[config.mk]
export PLATFORM = sky130hd
export DESIGN_NAME = snv_slave
export DESIGN_NICKNAME = d
export VERILOG_FILES = /design/src/design/snv_prot.v /design/src/design/snv_slave.v /design/src/design/snv_sync.v
export VERILOG_INCLUDE_DIRS = /design/src /design/src/design
export SDC_FILE = /design/constraint.sdc
export NUM_CORES = 1
export LEC_CHECK = 0
export ABC_AREA = 0
export BUFFER_PORTS_ARGS = -buffer_cell sky130_fd_sc_hd__buf_2
export CORE_MARGIN = 4
export CORE_UTILIZATION = 35
export CTS_CLUSTER_SIZE = 28
export DETAILED_ROUTE_END_ITERATION = 6
export SLEW_MARGIN = 0
export SYNTH_ARGS = -nofsm -noshare
export SYNTH_HDL_FRONTEND = slang
export SYNTH_SLANG_ARGS = --single-unit
[constraint.sdc]
create_clock -name clk_sys -period 3.9 [get_ports clk_sys]
set_input_delay 0 -clock clk_sys [delete_from_list [all_inputs] [get_ports clk_sys]]
set_output_delay 0 -clock clk_sys [all_outputs]
set_load 0.03 [all_outputs]
[src/design/snv_defs.vh]
// Constants for the serial nonvolatile SRAM command slave.
// Included by the protection decode and the slave, not the synchroniser; definitions only.
`ifndef SNV_DEFS_VH
`define SNV_DEFS_VH

// Opcodes
`define SNV_OP_SET_WL 8'h06
`define SNV_OP_CLR_WL 8'h04
`define SNV_OP_STAT_RD 8'h05
`define SNV_OP_STAT_WR 8'h01
`define SNV_OP_MEM_RD 8'h03
`define SNV_OP_MEM_WR 8'h02
`define SNV_OP_STORE 8'h3C
`define SNV_OP_RECALL 8'h60
`define SNV_OP_AS_ON 8'h59
`define SNV_OP_AS_OFF 8'h19

// Status byte field positions
`define SNV_SR_BUSY 0
`define SNV_SR_WEL 1
`define SNV_SR_BP_LO 2
`define SNV_SR_BP_HI 3
`define SNV_SR_ARM 7

// Status reset value and address constants
`define SNV_SR_RESET 8'h00
`define SNV_ADDR_W 17
`define SNV_ADDR_LAST 17'h1_FFFF
`define SNV_PROT_QTR 17'h1_8000
`define SNV_PROT_HALF 17'h1_0000

`endif

[src/design/snv_prot.v]
// Block protection decode: flags an address inside the protected range.
// Assumes 17-bit byte addresses and the two level bits from status.
`timescale 1ns/10ps
`include "snv_defs.vh"
module snv_prot (
   // Level and address
   input wire [1:0] level,
   input wire [16:0] addr,
   // Result
   output reg protected_hit
);
   always @* begin
      case (level)
         2'b01: protected_hit = (addr >= `SNV_PROT_QTR);
         2'b10: protected_hit = (addr >= `SNV_PROT_HALF);
         2'b11: protected_hit = 1'b1;
         default: protected_hit = 1'b0;
      endcase
   end
endmodule // snv_prot

[src/design/snv_slave.v]
// Serial command slave of a byte-wide nonvolatile SRAM.
// Assumes an SPI master in mode 0 or 3; sck, cs_n, si, protect pin are
// asynchronous and are sampled by clk_sys, which must run well above sck.
// The array itself sits outside, reached by a one-cycle write strobe and
// a read address whose data must be valid the next clk_sys cycle.
//
// Summary of operation
// - Status write, memory write, special commands need the latch set.
// - The write-enable latch is cleared at reset.
// - Write commands with latch clear are ignored until chip select rises.
// - Set-latch opcode sets the write-enable latch.
// - Status write, memory write, special commands clear the latch at end.
// - Clear-latch opcode clears the latch at chip select rising edge.
// - Level bits protect none, top quarter, top half or the whole array.
// - Protected locations stay readable but are never written.
// - Level bits are written by status write, returned by status read.
// - Protect pin low with arming bit set blocks status writes.
// - Arming bit clear makes the protect pin irrelevant.
// - Protect pin falling mid-frame does not abort a status write.
// - Read sends opcode then three address bytes, A16 in bit 0.
// - Read data leaves on falling sck edges, D7 first.
// - Serial input is ignored after the last read address bit.
// - Read bursts auto-increment and wrap from top to zero.
// - Write sends opcode, three address bytes, then data MSB first.
// - Write bursts store at incremented addresses, wrapping to zero.
// - Bursts skip storage in protected space but keep incrementing.
// - Decode latch set, latch clear, status read, status write opcodes.
// - Decode memory read and memory write opcodes.
// - All fields MSB first; commands start at chip select falling.
// - Busy status bit reads 1 while store or recall runs.
`timescale 1ns/10ps
`include "snv_defs.vh"
module snv_slave (
   // Clock and reset
   input wire clk_sys,
   input wire sys_rst,
   // Serial link pins
   input wire sck,
   input wire cs_n,
   input wire si,
   output reg so,
   output wire so_oe,
   // Protect pin, active low
   input wire protect_n,
   // Store or recall cycle running, from the nonvolatile engine
   input wire nv_busy,
   // Array port
   output reg [16:0] mem_addr,
   output reg [7:0] mem_wdata,
   output reg mem_we,
   input wire [7:0] mem_rdata,
   // Special command pulses to the nonvolatile engine
   output reg store_req,
   output reg recall_req,
   output reg autosave_on_req,
   output reg autosave_off_req,
   // Status view
   output wire [7:0] status_byte
);
   localparam ST_CMD = 6'b00_0001;
   localparam ST_ADDR = 6'b00_0010;
   localparam ST_RDAT = 6'b00_0100;
   localparam ST_WDAT = 6'b00_1000;
   localparam ST_SWR = 6'b01_0000;
   localparam ST_IDLE = 6'b10_0000;

   wire sck_s;
   wire cs_n_s;
   wire si_s;
   wire prot_n_s;
   reg sck_d_reg;
   reg cs_d_reg;
   reg [5:0] state_reg;
   reg [2:0] bit_reg;
   reg [7:0] shift_reg;
   reg [1:0] abyte_reg;
   reg [7:0] op_reg;
   reg [16:0] addr_reg;
   reg [7:0] dout_reg;
   reg wel_reg;
   reg [1:0] level_reg;
   reg arm_reg;
   reg [2:0] spare_reg;
   reg wel_clr_reg;
   reg load_pend_reg;
   reg sr_ok_reg;
   wire sck_rise;
   wire sck_fall;
   wire cs_fall;
   wire cs_rise;
   wire [7:0] byte_in;
   wire byte_done;
   wire hit;

   snv_sync #(.RST_VAL(1'b0)) u_sck (.clk_sys(clk_sys), .sys_rst(sys_rst),
      .din(sck), .dout(sck_s));
   snv_sync #(.RST_VAL(1'b1)) u_cs (.clk_sys(clk_sys), .sys_rst(sys_rst),
      .din(cs_n), .dout(cs_n_s));
   snv_sync #(.RST_VAL(1'b0)) u_si (.clk_sys(clk_sys), .sys_rst(sys_rst),
      .din(si), .dout(si_s));
   snv_sync #(.RST_VAL(1'b1)) u_wp (.clk_sys(clk_sys), .sys_rst(sys_rst),
      .din(protect_n), .dout(prot_n_s));

   snv_prot u_prot (.level(level_reg), .addr(addr_reg),
      .protected_hit(hit));

   assign sck_rise = sck_s & ~sck_d_reg & ~cs_n_s;
   assign sck_fall = ~sck_s & sck_d_reg & ~cs_n_s;
   assign cs_fall = ~cs_n_s & cs_d_reg;
   assign cs_rise = cs_n_s & ~cs_d_reg;
   assign byte_in = {shift_reg[6:0], si_s};
   assign byte_done = sck_rise & (bit_reg == 3'd7);
   assign so_oe = ~cs_n_s;
   assign status_byte = {arm_reg, spare_reg, level_reg, wel_reg, nv_busy};

   always @(posedge clk_sys) begin
      if (sys_rst) begin
         sck_d_reg <= 1'b0;
         cs_d_reg <= 1'b1;
      end else begin
         sck_d_reg <= sck_s;
         cs_d_reg <= cs_n_s;
      end
   end

   always @(posedge clk_sys) begin
      if (sys_rst) begin
         state_reg <= ST_IDLE;
         bit_reg <= 3'd0;
         shift_reg <= 8'h00;
         abyte_reg <= 2'd0;
         op_reg <= 8'h00;
         addr_reg <= 17'h0_0000;
         dout_reg <= 8'h00;
         so <= 1'b0;
         wel_reg <= 1'b0;
         level_reg <= 2'b00;
         arm_reg <= 1'b0;
         spare_reg <= 3'b000;
         wel_clr_reg <= 1'b0;
         load_pend_reg <= 1'b0;
         sr_ok_reg <= 1'b0;
         mem_addr <= 17'h0_0000;
         mem_wdata <= 8'h00;
         mem_we <= 1'b0;
         store_req <= 1'b0;
         recall_req <= 1'b0;
         autosave_on_req <= 1'b0;
         autosave_off_req <= 1'b0;
      end else begin
         mem_we <= 1'b0;
         store_req <= 1'b0;
         recall_req <= 1'b0;
         autosave_on_req <= 1'b0;
         autosave_off_req <= 1'b0;
         load_pend_reg <= 1'b0;
         if (sck_rise) begin
            shift_reg <= byte_in;
            bit_reg <= bit_reg + 3'd1;
         end
         // Array data is one cycle behind the address
         if (load_pend_reg) begin
            dout_reg <= mem_rdata;
            mem_addr <= (addr_reg == `SNV_ADDR_LAST) ? 17'h0_0000
               : addr_reg + 17'h0_0001;
         end
         if (cs_fall) begin
            state_reg <= ST_CMD;
            bit_reg <= 3'd0;
            abyte_reg <= 2'd0;
         end else if (cs_rise) begin
            state_reg <= ST_IDLE;
            if (wel_clr_reg)
               wel_reg <= 1'b0;
            wel_clr_reg <= 1'b0;
            case (op_reg)
               `SNV_OP_STORE: store_req <= 1'b1;
               `SNV_OP_RECALL: recall_req <= 1'b1;
               `SNV_OP_AS_ON: autosave_on_req <= 1'b1;
               `SNV_OP_AS_OFF: autosave_off_req <= 1'b1;
               default: ;
            endcase
            op_reg <= 8'h00;
         end else begin
            case (state_reg)
               ST_CMD: begin
                  if (byte_done) begin
                     case (byte_in)
                        `SNV_OP_SET_WL: begin
                           wel_reg <= 1'b1;
                           state_reg <= ST_IDLE;
                        end
                        `SNV_OP_CLR_WL: begin
                           wel_clr_reg <= 1'b1;
                           state_reg <= ST_IDLE;
                        end
                        `SNV_OP_STAT_RD: begin
                           dout_reg <= status_byte;
                           so <= status_byte[7];
                           state_reg <= ST_RDAT;
                        end
                        `SNV_OP_MEM_RD: state_reg <= ST_ADDR;
                        `SNV_OP_STAT_WR, `SNV_OP_MEM_WR,
                        `SNV_OP_STORE, `SNV_OP_RECALL,
                        `SNV_OP_AS_ON, `SNV_OP_AS_OFF: begin
                           if (wel_reg) begin
                              op_reg <= byte_in;
                              wel_clr_reg <= 1'b1;
                              if (byte_in == `SNV_OP_STAT_WR) begin
                                 sr_ok_reg <= ~(arm_reg & ~prot_n_s);
                                 state_reg <= ST_SWR;
                              end else if (byte_in == `SNV_OP_MEM_WR)
                                 state_reg <= ST_ADDR;
                              else
                                 state_reg <= ST_IDLE;
                           end else
                              state_reg <= ST_IDLE;
                        end
                        default: state_reg <= ST_IDLE;
                     endcase
                     if (byte_in == `SNV_OP_MEM_RD)
                        op_reg <= byte_in;
                  end
               end
               ST_ADDR: begin
                  if (byte_done) begin
                     abyte_reg <= abyte_reg + 2'd1;
                     // A16 from bit 0 of first byte
                     case (abyte_reg)
                        2'd0: addr_reg[16] <= byte_in[0];
                        2'd1: addr_reg[15:8] <= byte_in;
                        default: addr_reg[7:0] <= byte_in;
                     endcase
                     if (abyte_reg == 2'd2) begin
                        if (op_reg == `SNV_OP_MEM_RD) begin
                           mem_addr <= {addr_reg[16:8], byte_in};
                           load_pend_reg <= 1'b1;
                           state_reg <= ST_RDAT;
                        end else
                           state_reg <= ST_WDAT;
                     end
                  end
               end
               ST_RDAT: begin
                  // Shift out on falling sck, si ignored
                  if (sck_fall) begin
                     if (bit_reg == 3'd0) begin
                        so <= dout_reg[7];
                     end else
                        so <= dout_reg[3'd7 - bit_reg];
                  end
                  if (byte_done && op_reg == `SNV_OP_MEM_RD) begin
                     addr_reg <= mem_addr;
                     load_pend_reg <= 1'b1;
                  end
               end
               ST_WDAT: begin
                  if (byte_done) begin
                     mem_we <= ~hit;
                     mem_addr <= addr_reg;
                     mem_wdata <= byte_in;
                     addr_reg <= (addr_reg == `SNV_ADDR_LAST)
                        ? 17'h0_0000 : addr_reg + 17'h0_0001;
                  end
               end
               ST_SWR: begin
                  if (byte_done) begin
                     // Level, arm and spare bits written
                     if (sr_ok_reg) begin
                        arm_reg <= byte_in[`SNV_SR_ARM];
                        spare_reg <= byte_in[6:4];
                        level_reg <= byte_in[`SNV_SR_BP_HI:`SNV_SR_BP_LO];
                     end
                     state_reg <= ST_IDLE;
                  end
               end
               ST_IDLE: ;
               default: state_reg <= ST_IDLE;
            endcase
         end
      end
   end
endmodule // snv_slave

[src/design/snv_sync.v]
// Two flip-flop synchroniser for one pin level.
// Assumes the input is asynchronous to clk_sys.
`timescale 1ns/10ps
module snv_sync #(
   parameter RST_VAL = 1'b0
) (
   // Clock and reset
   input wire clk_sys,
   input wire sys_rst,
   // Level in and out
   input wire din,
   output reg dout
);
   reg meta_reg;
   always @(posedge clk_sys) begin
      if (sys_rst) begin
         meta_reg <= RST_VAL;
         dout <= RST_VAL;
      end else begin
         meta_reg <= din;
         dout <= meta_reg;
      end
   end
endmodule // snv_sync

After elaboration in Yosys (flattened, before gate mapping):

Index checks and enable logic that the tools add are counted.

* register bits after elaboration: 102
* bits in latches: 0
* memory bits (writable): 0
* ROM bits: 0
* input port bits: 15
* output and inout port bits: 40
* word-level logic and storage cells: 206
* memories kept: 0

* add/sub/neg operators: 4
* multiply operators: 0
* div/mod/pow operators: 0
* magnitude comparators: 3
* equal/unequal tests: 46
* shifts and indexed selects: 0
* mux-type cells: 67
* bitwise gates (word level): 20
* reduce and logical (&&, ||, !) cells: 31

Operators with widths (count)
* $mux 17: 11
* $mux 8: 14
* $mux 6: 9
* $pmux 17 s3: 1
* $ge 17x17->1 const B: 2
* $pmux 17 s2: 1
* $eq 8x7->1 const B: 4
* $reduce_and 5->1: 6
* $reduce_and 7->1: 4
* $eq 8x2->1 const B: 3
* $eq 8x3->1 const B: 3
* $pmux 6 s4: 1
* $mux 1: 23
* $ne 2x2->1 const B: 9
* $pmux 6 s3: 1
* $add 17x1->17 const B: 1
* $eq 17x17->1 const B: 1
* $eq 8x5->1 const B: 2
* $eq 8x6->1 const B: 2
* $ne 4x4->1 const B: 4
* $not 1->1: 12
* $reduce_bool 3->1: 4
* $reduce_or 3->1: 3
* $and 1x1->1: 8
* 31 further kinds: 42

Depth between registers and ports, before layout:

* word-level depth: 9
* depth in mapped cells: 12
* gate-level depth less buffers: 10

Cells and area by module:

A second synthesis with hierarchy kept.

* cells, all modules: 599
* area, all modules: 5144.9 um^2

By module, submodules not included
* snv_slave: instances 1, cells each 580, area an instance 4921.0 um^2, seq. area each 1881.8 um^2
* snv_sync: instances 4, cells each 4, area an instance 52.6 um^2, seq. area each 40.0 um^2
* snv_prot: instances 1, cells each 3, area an instance 13.8 um^2, seq. area each 0.0 um^2

Worst setup path after synthesis:

No wires, ideal clock.

* path kind: register -> register
* start: register addr_reg[0]
* end: register addr_reg[8]
* setup time: 0.138 ns
* data arrival time: 2.522 ns
* required time: 3.762 ns
* slack: 1.240 ns
* stages on the path, launching flop included: 13
* path buffers: 2
* period minus slack after synthesis: 2.660 ns
* cells stage by stage: dfxtp_1 ha_1 and4_1 nand4_1 nor2_1 ha_1 clkbuf_1 nor3b_1 nand2_1 clkbuf_1 o221ai_1 o21ai_0 a21oi_1

* cells in the longest elaborated chain, start to end: 4
* elaborated cells on any way between the ends: 5
* classes of those cells: add/sub: 1; eq/ne: 1; mux: 3

Ends and longest elaborated chain
* start, declared: RTL line snv_slave.v:78 `reg [16:0] addr_reg;`
* start signal, assigned: RTL line snv_slave.v:232 `default: addr_reg[7:0] <= byte_in;`
* start signal, assigned: RTL line snv_slave.v:253 `addr_reg <= mem_addr;`
* start signal, assigned: RTL line snv_slave.v:262 `` addr_reg <= (addr_reg == `SNV_ADDR_LAST) ``
* $add 17x1->17 or $eq 17x17->1 (tied branches)
* $mux 17 (*): RTL line snv_slave.v:262
* $mux 17 (*): RTL line snv_slave.v:258 `if (byte_done) begin`
* $pmux 17 s3 (*): RTL line snv_slave.v:185 `case (state_reg)`

Mark *: on every way between the ends. The rest lies on a longest branch, timed or not. The select of a mux whose other input is x is not followed.
A chain may end at the register's enable or synchronous reset.

Final worst setup path:

Same ends and word-level chain as after synthesis.

==> results.cfg <==
[yosys]
synth_edf_count = 0
syn_inst = 719
synthesis.nets = 745
yosysWarningCount = 0
yosys-top-cells-area = dfxtp_1 (34%), mux2i_1 (5.7%), nor2_1 (5.0%)
avgSynthCellArea_sq_um = 8.33
synthFlopType = dfxtp_1
synthArstFlopShare_pct = 0
synth_top_cell_by_area = dfxtp_1
synth_cell_types = 83
synth_area_sq_um = 5990
synth.ff_latch_count = 102
seq_area_frac_synth_pct = 34.1
yosysTopAreaCellShare_pct = 34.1

[timing]
min_period_ps = 3150
tns_ps = 0
fin_worst_skew_ps = 7.21
tightest_slew_ps = 1100
finalCritPeriodShare_pct = 80.8
finalSetupViolations = 0
rsz0062_at_grt = false
timing.hold.ws_ps = 1.43
hold_violations = 0
fmax_ghz = 0.317
max_slew_margin_pct = 26.7
maxSlewViolCount = 0

[clock_tree]
cts-root-buf = clkbuf_16
cts_buffers = 9
post_cts_buffers = 0
ctsLongestPathBuffers = 2
cts.reportedPaths.clkPinSlew_ps = 80
tritoncts = built
cts-resized-gates = 0
clk_latency_ps = 360
htreeDepth = 3
clock-sinks = 102
hold_buffers = 7

[min_path]
hold_path.class = in -> reg

[critical_path]
cp_max_fo = 15
worst-setup-path-type = reg -> reg
startpoint_type = flop
setup.worst_path.end_class = flop
critical_path_required_ps = 4120
cp_data_arrival_time_ps = 3360

[pwr]
p_int_w = 0.00155
p_sw_share_pct = 25.7
p_comb_share_pct = 5.4
power.share.sequential_pct = 50.8
netSwitchingPower_w = 0.000534
ir_drop_uv = 233
clkPwrFrac_pct = 43.9
powerDensity_nw_per_um2 = 310
p_leak_nw = 2.46

[route]
drc = 0
drtIter0Drc = 463
ant_nets = 0
wl_per_cell_um = 18.8
num_vias = 5547
totalWireLength_um = 18200
first_pass_iters = 5
viasPerCell = 5.72

[die]
die-area_sq_um = 19300
die_y_um = 139
coreArea_sq_um = 16600
start_util_pct = 36.0
rows = 47
boundaryPins = 55
die_w_um = 139

[grt]
grt_max_degree = 44
grt_usage_pct = 18.6
grt_first_pass_wirelength_um = 29200
grt_pass1_vias = 5278
antenna_found_initial = 0
grt_overflow = 0

[finish]
area_delta_synth_final_pct = 11.9
final_nets = 771
drive_gt1_share_pct = 17.3
final_cell_area_sq_um = 6700
diodes = 0
final_cells = 970
final_cell_mix = dfxtp_1 (102), nor2_1 (79), buf_2 (54)
final_common_cell = dfxtp_1

[run]
cap_violations = 0

[place]
numPortBuffers = 54
dp.cells = 947
dpl_cell_area_sq_um = 6340
gp_congestion = 0.881
detailed_place_hpwl_um = 12600

[outcome]
status = finished, final reports clean
-- critical path: stages (launching register included) --
cell	delay, ps
dfxtp_1	470
ha_1	340
and4_1	330
nand4_1	230
nor2_1	200
ha_1	390
nor3b_1	110
nand2_1	470
o221ai_1	210
o21ai_0	170
a21oi_1	80
-- area by class of cell --
cell class | count | area (sq um)
sequential | 102 | 2040
clock inverter | 6 | 50.0
tap | 220 | 275
multi-input combinational | 536 | 3580
inverter | 25 | 93.8
timing repair buffer | 71 | 415
fill | 1706 | 9940
clock buffer | 10 | 239
-- path summary, 6_finish.rpt --
path,start,to,slack [ps],cells after the start
min,mem_rdata[0],dout_reg[0],1,4
max,addr_reg[0],addr_reg[8],750,10
min reg2reg,u_wp.meta_reg,u_wp.dout,410,1
max reg2reg,addr_reg[0],addr_reg[8],750,10
-- cell families (layout without fill, tap and decap cells) --
group,after synthesis,count (layout),share of synthesized area (%)
simple gates,294,294,26.8
compound gates,177,177,21.5
mux,44,44,7.76
fa+ha+maj,11,11,2.30
flops,102,102,34.1
buf+inv,81,112,6.02
xor+xnor,10,10,1.46
-- metal layers --
metal  part of all wire (%)  up-vias  wire length, um  GRT usage (%)
met3                    5.1       27              935           2.79
met4                    2.1        0              382           5.61
met1                     48     2642             8730           26.5
met2                     45      181             8190           29.1
li1                       -     2697                -              -
met5                      0        -                0              0
-- stage by stage --
| stage | worst slack [ps] | util, % | total power, W |
|---|---|---|---|
| 3_3_place_gp | 1020 | 38.1 | 0.00119 |
| 2_1_floorplan | 1240 | - | 0.00115 |
| 6_report | 750 | 40.3 | 0.00208 |
| 5_1_grt | 478 | 40.3 | 0.00214 |
| 3_5_place_dp | 867 | 38.1 | 0.00118 |
| 4_1_cts | 844 | 40.3 | 0.00209 |
-- cell usage after synthesis (8+ instances only) --
master    count
o21ai_0      25
mux2i_1      34
nand2_1      50
o21ai_1      13
and3_1       11
nor2_1       79
nand4_1       8
buf_2         9
inv_1        25
clkbuf_1     37
a21oi_1      26
mux2_2        9
nor2b_1      18
nor3_1       23
nand3_1      32
dfxtp_1     102
o22ai_1       8
a22oi_1      14
o31ai_1       8
o211ai_1     10
ha_1         11
-- power by group through the flow --
stage	sequential (W)	clock, W	combinational (W)
6_report	0.00106	0.000912	0.000111
5_1_grt	0.00106	0.000963	0.000120
4_1_cts	0.00106	0.000922	0.000110
3_5_place_dp	0.00108	0	0.000105
3_3_place_gp	0.00108	0	0.000105
2_1_floorplan	0.00107	0	0.0000777
(Power assumes the default switching activity.)
